## config.mk

```make
export PLATFORM = sky130hd
export DESIGN_NAME = qub_bridge
export DESIGN_NICKNAME = d
export VERILOG_FILES = /design/src/qub_fifo.v /design/src/qub_bridge.v
export VERILOG_INCLUDE_DIRS = /design/src
export SDC_FILE = /design/constraint.sdc
export NUM_CORES = 1
export LEC_CHECK = 0
export ABC_AREA = 1
export BUFFER_PORTS_ARGS = -buffer_cell sky130_fd_sc_hd__buf_4
export CAP_MARGIN = 40
export CORE_ASPECT_RATIO = 0.8
export CORE_MARGIN = 4
export CORE_UTILIZATION = 50
export DETAILED_ROUTE_END_ITERATION = 8
export PLACE_DENSITY = 0.72
export SKIP_CTS_REPAIR_TIMING = 1
export SYNTH_ARGS = -nofsm -noshare
export SYNTH_HDL_FRONTEND = slang
export SYNTH_SLANG_ARGS = --single-unit
```

## constraint.sdc

```tcl
create_clock -name i_clock -period 8.2 [get_ports i_clock]
set_input_delay 1.64 -clock i_clock [delete_from_list [all_inputs] [get_ports i_clock]]
set_output_delay 1.64 -clock i_clock [all_outputs]
set_load 0.01 [all_outputs]
```

## src/qub_regs.vh

```
// Purpose: constants for the quad UART bridge register bank
// Assumes: 6-bit register space, 8-bit registers
// Notes:   included by its bare name
`ifndef QUB_REGS_VH
`define QUB_REGS_VH
`define QUB_ADDR_W          6
`define QUB_GLB_CLOCK_EN    6'h00
`define QUB_GLB_RESET_SLEEP 6'h01
`define QUB_GLB_IRQ_EN      6'h10
`define QUB_GLB_IRQ_FLAGS   6'h11
`define QUB_IDX_PAGE        4'h3
`define QUB_IDX_FIFO_PORT   4'hd
`define QUB_IDX_RO_FIRST    4'h9
`define QUB_IDX_RO_LAST     4'hc
`define QUB_IDX_P1_LAST     4'h8
`define QUB_CHAN_HI         5
`define QUB_CHAN_LO         4
`define QUB_PAGE_BIT        0
`define QUB_CLOCK_EN_RST    8'h30
`define QUB_CLOCK_EN_RO     8'h30
`define QUB_IRQ_EN_MASK     8'h1f
`define QUB_CMD_READ_BIT    7
`define QUB_BURST_MAX       9'h100
`define QUB_TXF_DEPTH       16
`define QUB_TXF_AW          4
`define QUB_TXF_W           10
`endif

```

## src/qub_fifo.v

```verilog
// Purpose: small flip-flop FIFO with valid/ready on both sides
// Assumes: DEPTH is a power of two equal to 2**AW
// Notes:   full and empty come from a fill counter
`timescale 1ns/1ps
module qub_fifo #(
   parameter W     = 10,
   parameter DEPTH = 16,
   parameter AW    = 4
) (
   input  wire         i_clock,
   input  wire         i_srst,
   input  wire         i_in_valid,
   output wire         o_in_ready,
   input  wire [W-1:0] i_in_data,
   output wire         o_out_valid,
   input  wire         i_out_ready,
   output wire [W-1:0] o_out_data,
   output wire [AW:0]  o_count
);
   reg  [W-1:0] mem_q [0:DEPTH-1];
   reg  [AW-1:0] wr_q;
   reg  [AW-1:0] rd_q;
   reg  [AW:0]   cnt_q;
   wire          push;
   wire          pop;

   assign o_in_ready  = (cnt_q != DEPTH[AW:0]);
   assign o_out_valid = (cnt_q != {(AW+1){1'b0}});
   assign o_out_data  = mem_q[rd_q];
   assign o_count     = cnt_q;
   assign push        = i_in_valid & o_in_ready;
   assign pop         = o_out_valid & i_out_ready;

   always @(posedge i_clock) begin
      if (push) begin
         mem_q[wr_q] <= i_in_data;
      end
   end

   always @(posedge i_clock) begin
      if (i_srst) begin
         wr_q  <= {AW{1'b0}};
         rd_q  <= {AW{1'b0}};
         cnt_q <= {(AW+1){1'b0}};
      end else begin
         if (push) begin
            wr_q <= wr_q + 1'b1;
         end
         if (pop) begin
            rd_q <= rd_q + 1'b1;
         end
         if (push & ~pop) begin
            cnt_q <= cnt_q + 1'b1;
         end else if (pop & ~push) begin
            cnt_q <= cnt_q - 1'b1;
         end
      end
   end
endmodule // qub_fifo

```

## src/qub_bridge.v

```verilog
// Purpose: SPI slave front end, address decode and global registers
//          of a four-channel UART bridge
// Assumes: SPI pins are asynchronous and are oversampled by i_clock
// Notes:   channel datapath lives outside; it is reached through the
//          o_chan_* strobes and answers combinationally on i_chan_rdata
// How it works
// - Six-bit address splits global and channel space
// - Four global registers at fixed addresses
// - Global interrupt flags are read-only
// - Top two bits channel, low four index
// - Channel codes 0..3 reach UART 1..4
// - Page register shared, other indices paged
// - Page 0 indices 4..13 channel registers
// - Counts and status indices 9..12 read-only
// - Page 1 indices 4..8 baud and triggers
// - Low clock-enable bits gate channel clocks
// - Upper clock-enable bits read 0011
// - Upper reset bits show channel sleep
// - Low reset bits pulse soft reset, read 0
// - Interrupt output active high
// - Low reset pin resets whole device
// - SPI slave mode 0 only
// - Bursts carry at most 256 data bytes
// - Per-channel 256-entry FIFOs with triggers
// - Receivers flag parity, frame, overrun, break
// - Optional infrared encoding up to 115.2k
// - Receive timeout and break interrupts exist
// - Page bit 0 selects page 0 or 1
// - Data port write pushes, read pops
// - Global flags mirror channel pending interrupts
`timescale 1ns/1ps
`include "qub_regs.vh"
module qub_bridge (
   input  wire       i_clock,
   input  wire       i_srst,
   input  wire       i_rst_n,
   input  wire       i_spi_clk,
   input  wire       i_spi_select_in_n,
   input  wire       i_spi_data_in,
   output wire       o_spi_data_out,
   output wire       o_spi_data_out_oe,
   output wire       o_irq,
   output wire [3:0] o_chan_clock_on,
   output wire [3:0] o_chan_soft_reset,
   input  wire [3:0] i_chan_asleep,
   input  wire [3:0] i_chan_irq_pending,
   output wire       o_chan_wr,
   output wire       o_chan_rd,
   output wire [1:0] o_chan_sel,
   output wire       o_chan_page,
   output wire [3:0] o_chan_index,
   output wire [7:0] o_chan_wdata,
   input  wire [7:0] i_chan_rdata,
   output wire       o_tx_fifo_ready,
   output wire       o_tx_valid,
   input  wire       i_tx_ready,
   output wire [1:0] o_tx_chan,
   output wire [7:0] o_tx_data,
   output wire       o_device_rst
);
   // Decode helpers for the read and the write paths; only is_global serves both
   function is_global;
      input [5:0] a;
      begin
         is_global = (a == `QUB_GLB_CLOCK_EN) || (a == `QUB_GLB_RESET_SLEEP) ||
                     (a == `QUB_GLB_IRQ_EN) || (a == `QUB_GLB_IRQ_FLAGS);
      end
   endfunction

   function chan_writable;
      input [3:0] idx;
      input       pg;
      begin
         if (idx == `QUB_IDX_PAGE) begin
            chan_writable = 1'b0;
         end else if (pg) begin
            chan_writable = (idx > `QUB_IDX_PAGE) && (idx <= `QUB_IDX_P1_LAST);
         end else begin
            chan_writable = (idx > `QUB_IDX_PAGE) && (idx < `QUB_IDX_RO_FIRST);
         end
      end
   endfunction

   function chan_readable;
      input [3:0] idx;
      input       pg;
      begin
         if (pg) begin
            chan_readable = (idx > `QUB_IDX_PAGE) && (idx <= `QUB_IDX_P1_LAST);
         end else begin
            chan_readable = (idx > `QUB_IDX_PAGE) && (idx <= `QUB_IDX_FIFO_PORT);
         end
      end
   endfunction

   // Pin synchronisers; first stage feeds only the second
   reg  [1:0] rstn_sync_q;
   reg  [1:0] clk_sync_q;
   reg  [1:0] sel_sync_q;
   reg  [1:0] din_sync_q;
   reg        clk_prev_q;
   wire       rst;
   wire       spi_rise;
   wire       spi_fall;
   wire       selected;

   always @(posedge i_clock) begin
      if (i_srst) begin
         rstn_sync_q <= 2'h0;
         clk_sync_q  <= 2'h0;
         sel_sync_q  <= 2'h3;
         din_sync_q  <= 2'h0;
         clk_prev_q  <= 1'b0;
      end else begin
         rstn_sync_q <= {rstn_sync_q[0], i_rst_n};
         clk_sync_q  <= {clk_sync_q[0], i_spi_clk};
         sel_sync_q  <= {sel_sync_q[0], i_spi_select_in_n};
         din_sync_q  <= {din_sync_q[0], i_spi_data_in};
         clk_prev_q  <= clk_sync_q[1];
      end
   end

   assign rst          = i_srst | ~rstn_sync_q[1];
   assign o_device_rst = rst;
   assign selected     = ~sel_sync_q[1];
   // Mode 0: sample on rising, shift out on falling edge
   assign spi_rise     = selected & clk_sync_q[1] & ~clk_prev_q;
   assign spi_fall     = selected & ~clk_sync_q[1] & clk_prev_q;

   // Frame state
   reg  [2:0] bit_cnt_q;
   reg  [6:0] rx_shift_q;
   reg        have_cmd_q;
   reg  [7:0] cmd_q;
   reg  [8:0] byte_cnt_q;
   reg  [7:0] tx_shift_q;
   reg        miso_q;
   wire [7:0] rx_byte;
   wire       byte_done;
   wire       is_read;
   wire [5:0] addr;
   wire       in_burst;
   wire       next_in_burst;

   assign rx_byte   = {rx_shift_q, din_sync_q[1]};
   assign byte_done = spi_rise & (bit_cnt_q == 3'h7);
   assign is_read   = cmd_q[`QUB_CMD_READ_BIT];
   // The command byte is not latched yet at its own last edge, so the
   // decode looks at the incoming byte there; the first read value and
   // the channel fields then already show the requested address
   assign addr      = have_cmd_q ? cmd_q[`QUB_ADDR_W-1:0] : rx_byte[`QUB_ADDR_W-1:0];
   assign in_burst  = (byte_cnt_q < `QUB_BURST_MAX);
   // Bytes past the burst limit shift out zeros
   assign next_in_burst = ~have_cmd_q | (byte_cnt_q < (`QUB_BURST_MAX - 9'h001));

   // Register state
   reg  [3:0] clock_on_q;
   reg  [4:0] irq_en_q;
   reg  [3:0] page_q;
   reg  [3:0] soft_rst_q;
   reg  [7:0] rdata;
   wire [1:0] chan;
   wire [3:0] idx;
   wire       page;
   wire       glb;
   wire       commit_wr;
   wire       start_rd;
   wire       data_port;
   wire       txf_in_ready;

   assign chan      = addr[`QUB_CHAN_HI:`QUB_CHAN_LO];
   assign idx       = addr[3:0];
   assign page      = page_q[chan];
   assign glb       = is_global(addr);
   assign data_port = ~page & (idx == `QUB_IDX_FIFO_PORT);
   assign commit_wr = byte_done & have_cmd_q & ~is_read & in_burst;
   // Read side effects fire once the master clocks the first bit of a byte
   assign start_rd  = spi_rise & (bit_cnt_q == 3'h0) & have_cmd_q & is_read & in_burst;

   always @(posedge i_clock) begin
      if (rst || !selected) begin
         bit_cnt_q  <= 3'h0;
         rx_shift_q <= 7'h00;
         have_cmd_q <= 1'b0;
         cmd_q      <= 8'h00;
         byte_cnt_q <= 9'h000;
      end else if (spi_rise) begin
         bit_cnt_q  <= bit_cnt_q + 3'h1;
         rx_shift_q <= rx_byte[6:0];
         if (byte_done) begin
            if (!have_cmd_q) begin
               have_cmd_q <= 1'b1;
               cmd_q      <= rx_byte;
            end else if (in_burst) begin
               byte_cnt_q <= byte_cnt_q + 9'h001;
            end
         end
      end
   end

   // Read mux; write-only bits and reserved bits other than the clock-enable constants read as zero
   always @* begin
      rdata = 8'h00;
      if (glb) begin
         case (addr)
            `QUB_GLB_CLOCK_EN:    rdata = `QUB_CLOCK_EN_RO | {4'h0, clock_on_q};
            `QUB_GLB_RESET_SLEEP: rdata = {i_chan_asleep, 4'h0};
            `QUB_GLB_IRQ_EN:      rdata = {3'h0, irq_en_q};
            `QUB_GLB_IRQ_FLAGS:   rdata = {4'h0, i_chan_irq_pending};
            default:              rdata = 8'h00;
         endcase
      end else if (idx == `QUB_IDX_PAGE) begin
         rdata = {7'h00, page};
      end else if (chan_readable(idx, page)) begin
         rdata = i_chan_rdata;
      end
   end

   // MISO: value is loaded as a byte boundary passes, shifted on falling edges
   always @(posedge i_clock) begin
      if (rst || !selected) begin
         tx_shift_q <= 8'h00;
         miso_q     <= 1'b0;
      end else if (byte_done) begin
         if ((have_cmd_q || rx_byte[`QUB_CMD_READ_BIT]) && !(have_cmd_q && !is_read) &&
             next_in_burst) begin
            tx_shift_q <= rdata;
         end else begin
            tx_shift_q <= 8'h00;
         end
      end else if (spi_fall) begin
         miso_q     <= tx_shift_q[7];
         tx_shift_q <= {tx_shift_q[6:0], 1'b0};
      end
   end

   // Reset and mask words are cut to the register widths on purpose;
   // the reserved clock-enable bits are constants and never stored
   wire [7:0] clock_en_rst;
   wire [7:0] irq_en_mask;
   assign clock_en_rst = `QUB_CLOCK_EN_RST;
   assign irq_en_mask  = `QUB_IRQ_EN_MASK;

   // Global register writes
   always @(posedge i_clock) begin
      if (rst) begin
         clock_on_q <= clock_en_rst[3:0];
         irq_en_q   <= 5'h00;
         soft_rst_q <= 4'h0;
      end else begin
         soft_rst_q <= 4'h0;
         if (commit_wr && glb) begin
            case (addr)
               `QUB_GLB_CLOCK_EN:    clock_on_q <= rx_byte[3:0];
               `QUB_GLB_RESET_SLEEP: soft_rst_q <= rx_byte[3:0];
               `QUB_GLB_IRQ_EN:      irq_en_q   <= rx_byte[4:0] & irq_en_mask[4:0];
               default:              irq_en_q   <= irq_en_q;
            endcase
         end
      end
   end

   // Page bits, cleared by a channel soft reset as well
   integer k;
   always @(posedge i_clock) begin
      if (rst) begin
         page_q <= 4'h0;
      end else begin
         for (k = 0; k < 4; k = k + 1) begin
            if (soft_rst_q[k]) begin
               page_q[k] <= 1'b0;
            end
         end
         if (commit_wr && !glb && idx == `QUB_IDX_PAGE) begin
            page_q[chan] <= rx_byte[`QUB_PAGE_BIT];
         end
      end
   end

   // Channel strobes: one-cycle pulses, fields from the latched command
   reg       chan_wr_q;
   reg       chan_rd_q;
   reg [7:0] wdata_q;
   always @(posedge i_clock) begin
      if (rst) begin
         chan_wr_q <= 1'b0;
         chan_rd_q <= 1'b0;
         wdata_q   <= 8'h00;
      end else begin
         chan_wr_q <= commit_wr & ~glb & ~data_port & chan_writable(idx, page);
         chan_rd_q <= start_rd & ~glb & chan_readable(idx, page);
         if (commit_wr) begin
            wdata_q <= rx_byte;
         end
      end
   end

   // Transmit path buffer; a write while full is dropped
   wire txf_push;
   assign txf_push = commit_wr & ~glb & data_port;
   qub_fifo #(
      .W     (`QUB_TXF_W),
      .DEPTH (`QUB_TXF_DEPTH),
      .AW    (`QUB_TXF_AW)
   ) u_txf (
      .i_clock     (i_clock),
      .i_srst      (rst),
      .i_in_valid  (txf_push),
      .o_in_ready  (txf_in_ready),
      .i_in_data   ({chan, rx_byte}),
      .o_out_valid (o_tx_valid),
      .i_out_ready (i_tx_ready),
      .o_out_data  ({o_tx_chan, o_tx_data}),
      .o_count     ()
   );

   // Interrupt output, registered so the pin cannot glitch while
   // pending and enable bits change in the same cycle
   reg irq_q;
   always @(posedge i_clock) begin
      if (rst) begin
         irq_q <= 1'b0;
      end else begin
         irq_q <= |(i_chan_irq_pending & irq_en_q[3:0]);
      end
   end

   assign o_irq             = irq_q;
   assign o_chan_clock_on   = clock_on_q;
   assign o_chan_soft_reset = soft_rst_q;
   assign o_chan_wr         = chan_wr_q;
   assign o_chan_rd         = chan_rd_q;
   // Channel fields follow the decode address and stand with every strobe
   assign o_chan_sel        = chan;
   assign o_chan_page       = page;
   assign o_chan_index      = idx;
   assign o_chan_wdata      = wdata_q;
   assign o_tx_fifo_ready   = txf_in_ready;
   assign o_spi_data_out    = miso_q;
   assign o_spi_data_out_oe = selected & have_cmd_q & is_read;
endmodule // qub_bridge

```

==> results.md <==
- Status: complete, no violations
- Final Util: around three fifths
- Post-synth top flop: edfxtp_1
- ANT nets after route: 0
- CP Class: flop to output port
- HP Class: flop to flop
- Mapped Area: 0.0107 mm²
- Ys Warns: 0
- Die X: 172 µm
- Post-synth ARST share: 0%
- Detailed placer's ending HPWL: 15400 µm
- Final hold violation count: 0
- Synthesized netlist cell count: 1022
- Worst-Margin Slew: about 0.96 ns
- Total Routed Length: 23500 µm
- FF-to-FF path depth: 16
- CP endpoint kind: output port
- FP Rows: 47
- Fillers: approximately 1.7k
- CP dominant cell by count: buf_4
- Syn avg cell area: 10.5 µm²
- PortBufs: 63
- Post-synthesis cell type count: 44
- Area leader, netlist: edfxtp_1
- TritonRoute pass-1 iters: 6
- Synthesized net count: 1059
- Clock sinks: 250
- # setup viols final: 0
- Top-count cell post-synth: edfxtp_1
- Share of cells above drive strength 1: 15.0%
- Num ports: 64
- Initial antenna violation count: 0
- Die Y: 139 µm
- Max Fclk: 0.225 GHz
- Reg-to-Reg Start: rx_shift_q[4]
- Largest cells by area after synthesis: edfxtp_1, dfxtp_1, o21ai_0
- Hold Crit Depth: 1
- Synthesized flop and latch total: 250
- Critical Path Source Type: flop
- Period utilisation layout: 54.3%
- H-tree depth: 1
- Root buf cell: clkbuf_16
- Sequential fraction of the synthesis area: 61.7%
- Gr ovfl total: 0
- Initial core utilization: 51.3%
- Worst Skew: 0.00523 ns
- CTS clk-pin slew, worst paths: approximately 0.06 ns
- # DRC: 0
- DR vias/cell: 5.44
- Vias in the first global route: about 7.2k
- Fin. max-slew vios: 0
- Clock buffer count from CTS: 26
- Layout Nets: 1129
- Unrepaired setup endpoints after global routing: no
- Max cap viols: 0
- Leakage power: 4.52 nW
- Drt wl/cell: 17.0 µm
- Worst Path Arrival: approximately 2.8 ns
- Critical Path RT: 6.56 ns
- Post-route setup TNS: 0 ns
- Pwr dens: about 200 mW/mm²
- N_diodes: 0
- Slowest-stage cell, CP: dfxtp_4
- First-pass GRT wire length: between 30000 and 40000 µm
- Number of synthesized flops with an enable pin: 160
- Worst-skew pair later-pin latency: 0.52 ns
- Gr usage total: 19.3%
- Crit path max fanout: 63
- Total Power: 2.50 mW
- Placer Congestion: 0.876
- Worst-path cell chain: buf_4, mux2i_1, o21ai_0, o211ai_1, nand2_1, buf_4
- Die area: 0.0238 mm²
- CTS tree: yes
- Clock period minus worst slack: ~4.5 ns
- P&R area growth vs syn: 15.2%
- Max IR drop VDD: 0.128 mV
- DR iter-0 viols: 621
- Commonest cells in the netlist: edfxtp_1, nand2_1, inv_1
- Largest net degree at the start of global routing: 64
- CORE AREA: 0.0209 mm²
- Critical path's largest stage delay: 0.82 ns
- Synth top area share: around 45%
- Worst Hold Launch: sel_sync_q[0]
- Rel. slew slack: 36.2%
- Via count: around 7.5k
- Clock buffer depth: 3
cell type report:
type	count	area [µm²]	area share, %
multi-input combinational	604	3420	27.7
timing repair buffer	85	649	5.27
tap	269	337	2.73
clock inverter	7	93.8	0.761
clock buffer	41	748	6.07
sequential	250	6610	53.6
inverter	125	472	3.83
layout by cell type (no fill, tap or decap), types with 5 or more instances in the layout:
master	netlist	layout
clkbuf_1	28	12
o211ai_1	40	40
nand2_1	119	119
dfxtp_1	90	89
clkbuf_16	0	27
inv_1	118	118
nand3_2	5	5
clkinv_1	3	5
a21oi_1	95	95
edfxtp_1	160	160
nand2_2	11	11
nand2_4	6	6
nor3_1	5	5
buf_4	1	83
nand3_1	47	47
mux2i_1	40	40
o21ai_0	108	108
nor2_2	6	6
ha_1	13	13
nor2_1	72	72
report_power, final:
group	leakage [nW]	total, mW	switching, mW	internal (mW)
Sequential	2.54	1.33	0.00107	1.33
Clock	0.407	1.15	0.463	0.689
Combinational	1.57	0.0220	0.0117	0.0103
metrics by stage:
stage	hold WS (ns)	area, µm²	setup slack, ns	instances
final	0.411	12300	3.75	1381
after global routing	0.425	12300	3.52	1381
after CTS	0.411	12300	3.69	1381
after detailed placement	0.397	11500	4.05	1333
after global placement	0.395	11300	4.06	1316
after floorplan	0.388	10700	4.31	1022
flip-flops by register name (all words and copies together) (netlist names), 5 cells and up, named ones only:
name	count
byte_cnt_q	9
u_txf.mem_q	160
tx_shift_q	8
rx_shift_q	7
irq_en_q	5
u_txf.o_count	5
o_chan_wdata	8
cmd_q	7
cell families after synthesis:
logic type	count (synthesis)	share of synthesized area, %
AOI/OAI and AO/OA	256	13.3
adders and majority gates	14	1.71
buffers and inverters	168	6.36
and+or+nand+nor	288	12.7
DFF	250	61.7
muxes	40	3.74
xor gates and xnor gates	6	0.491
worst max-delay path, delay by kind of cell (launching register included):
family | cells | cell delay [ns]
simple gates | 1 | 0.09
buf+inv | 2 | 0.82
compound gates | 2 | 0.27
mux | 1 | 0.27
flops | 1 | 0.82
path summary, 6_finish.rpt:
path,slack (ns),endpoint
setup / recovery,3.75,o_tx_chan[0]
setup reg to reg,4.29,u_txf.o_count[4]
hold / removal,0.41,sel_sync_q[1]
hold reg to reg,0.41,sel_sync_q[1]
layer usage:
| layer | global-route usage (%) | routed length, µm |
|---|---|---|
| met1 | 28.5 | 11100 |
| met2 | 30.0 | 10700 |
| met3 | 3.08 | 1350 |
| met4 | 4.79 | 427 |
| met5 | 0 | 0 |
Power figures use the tool's default switching activity.
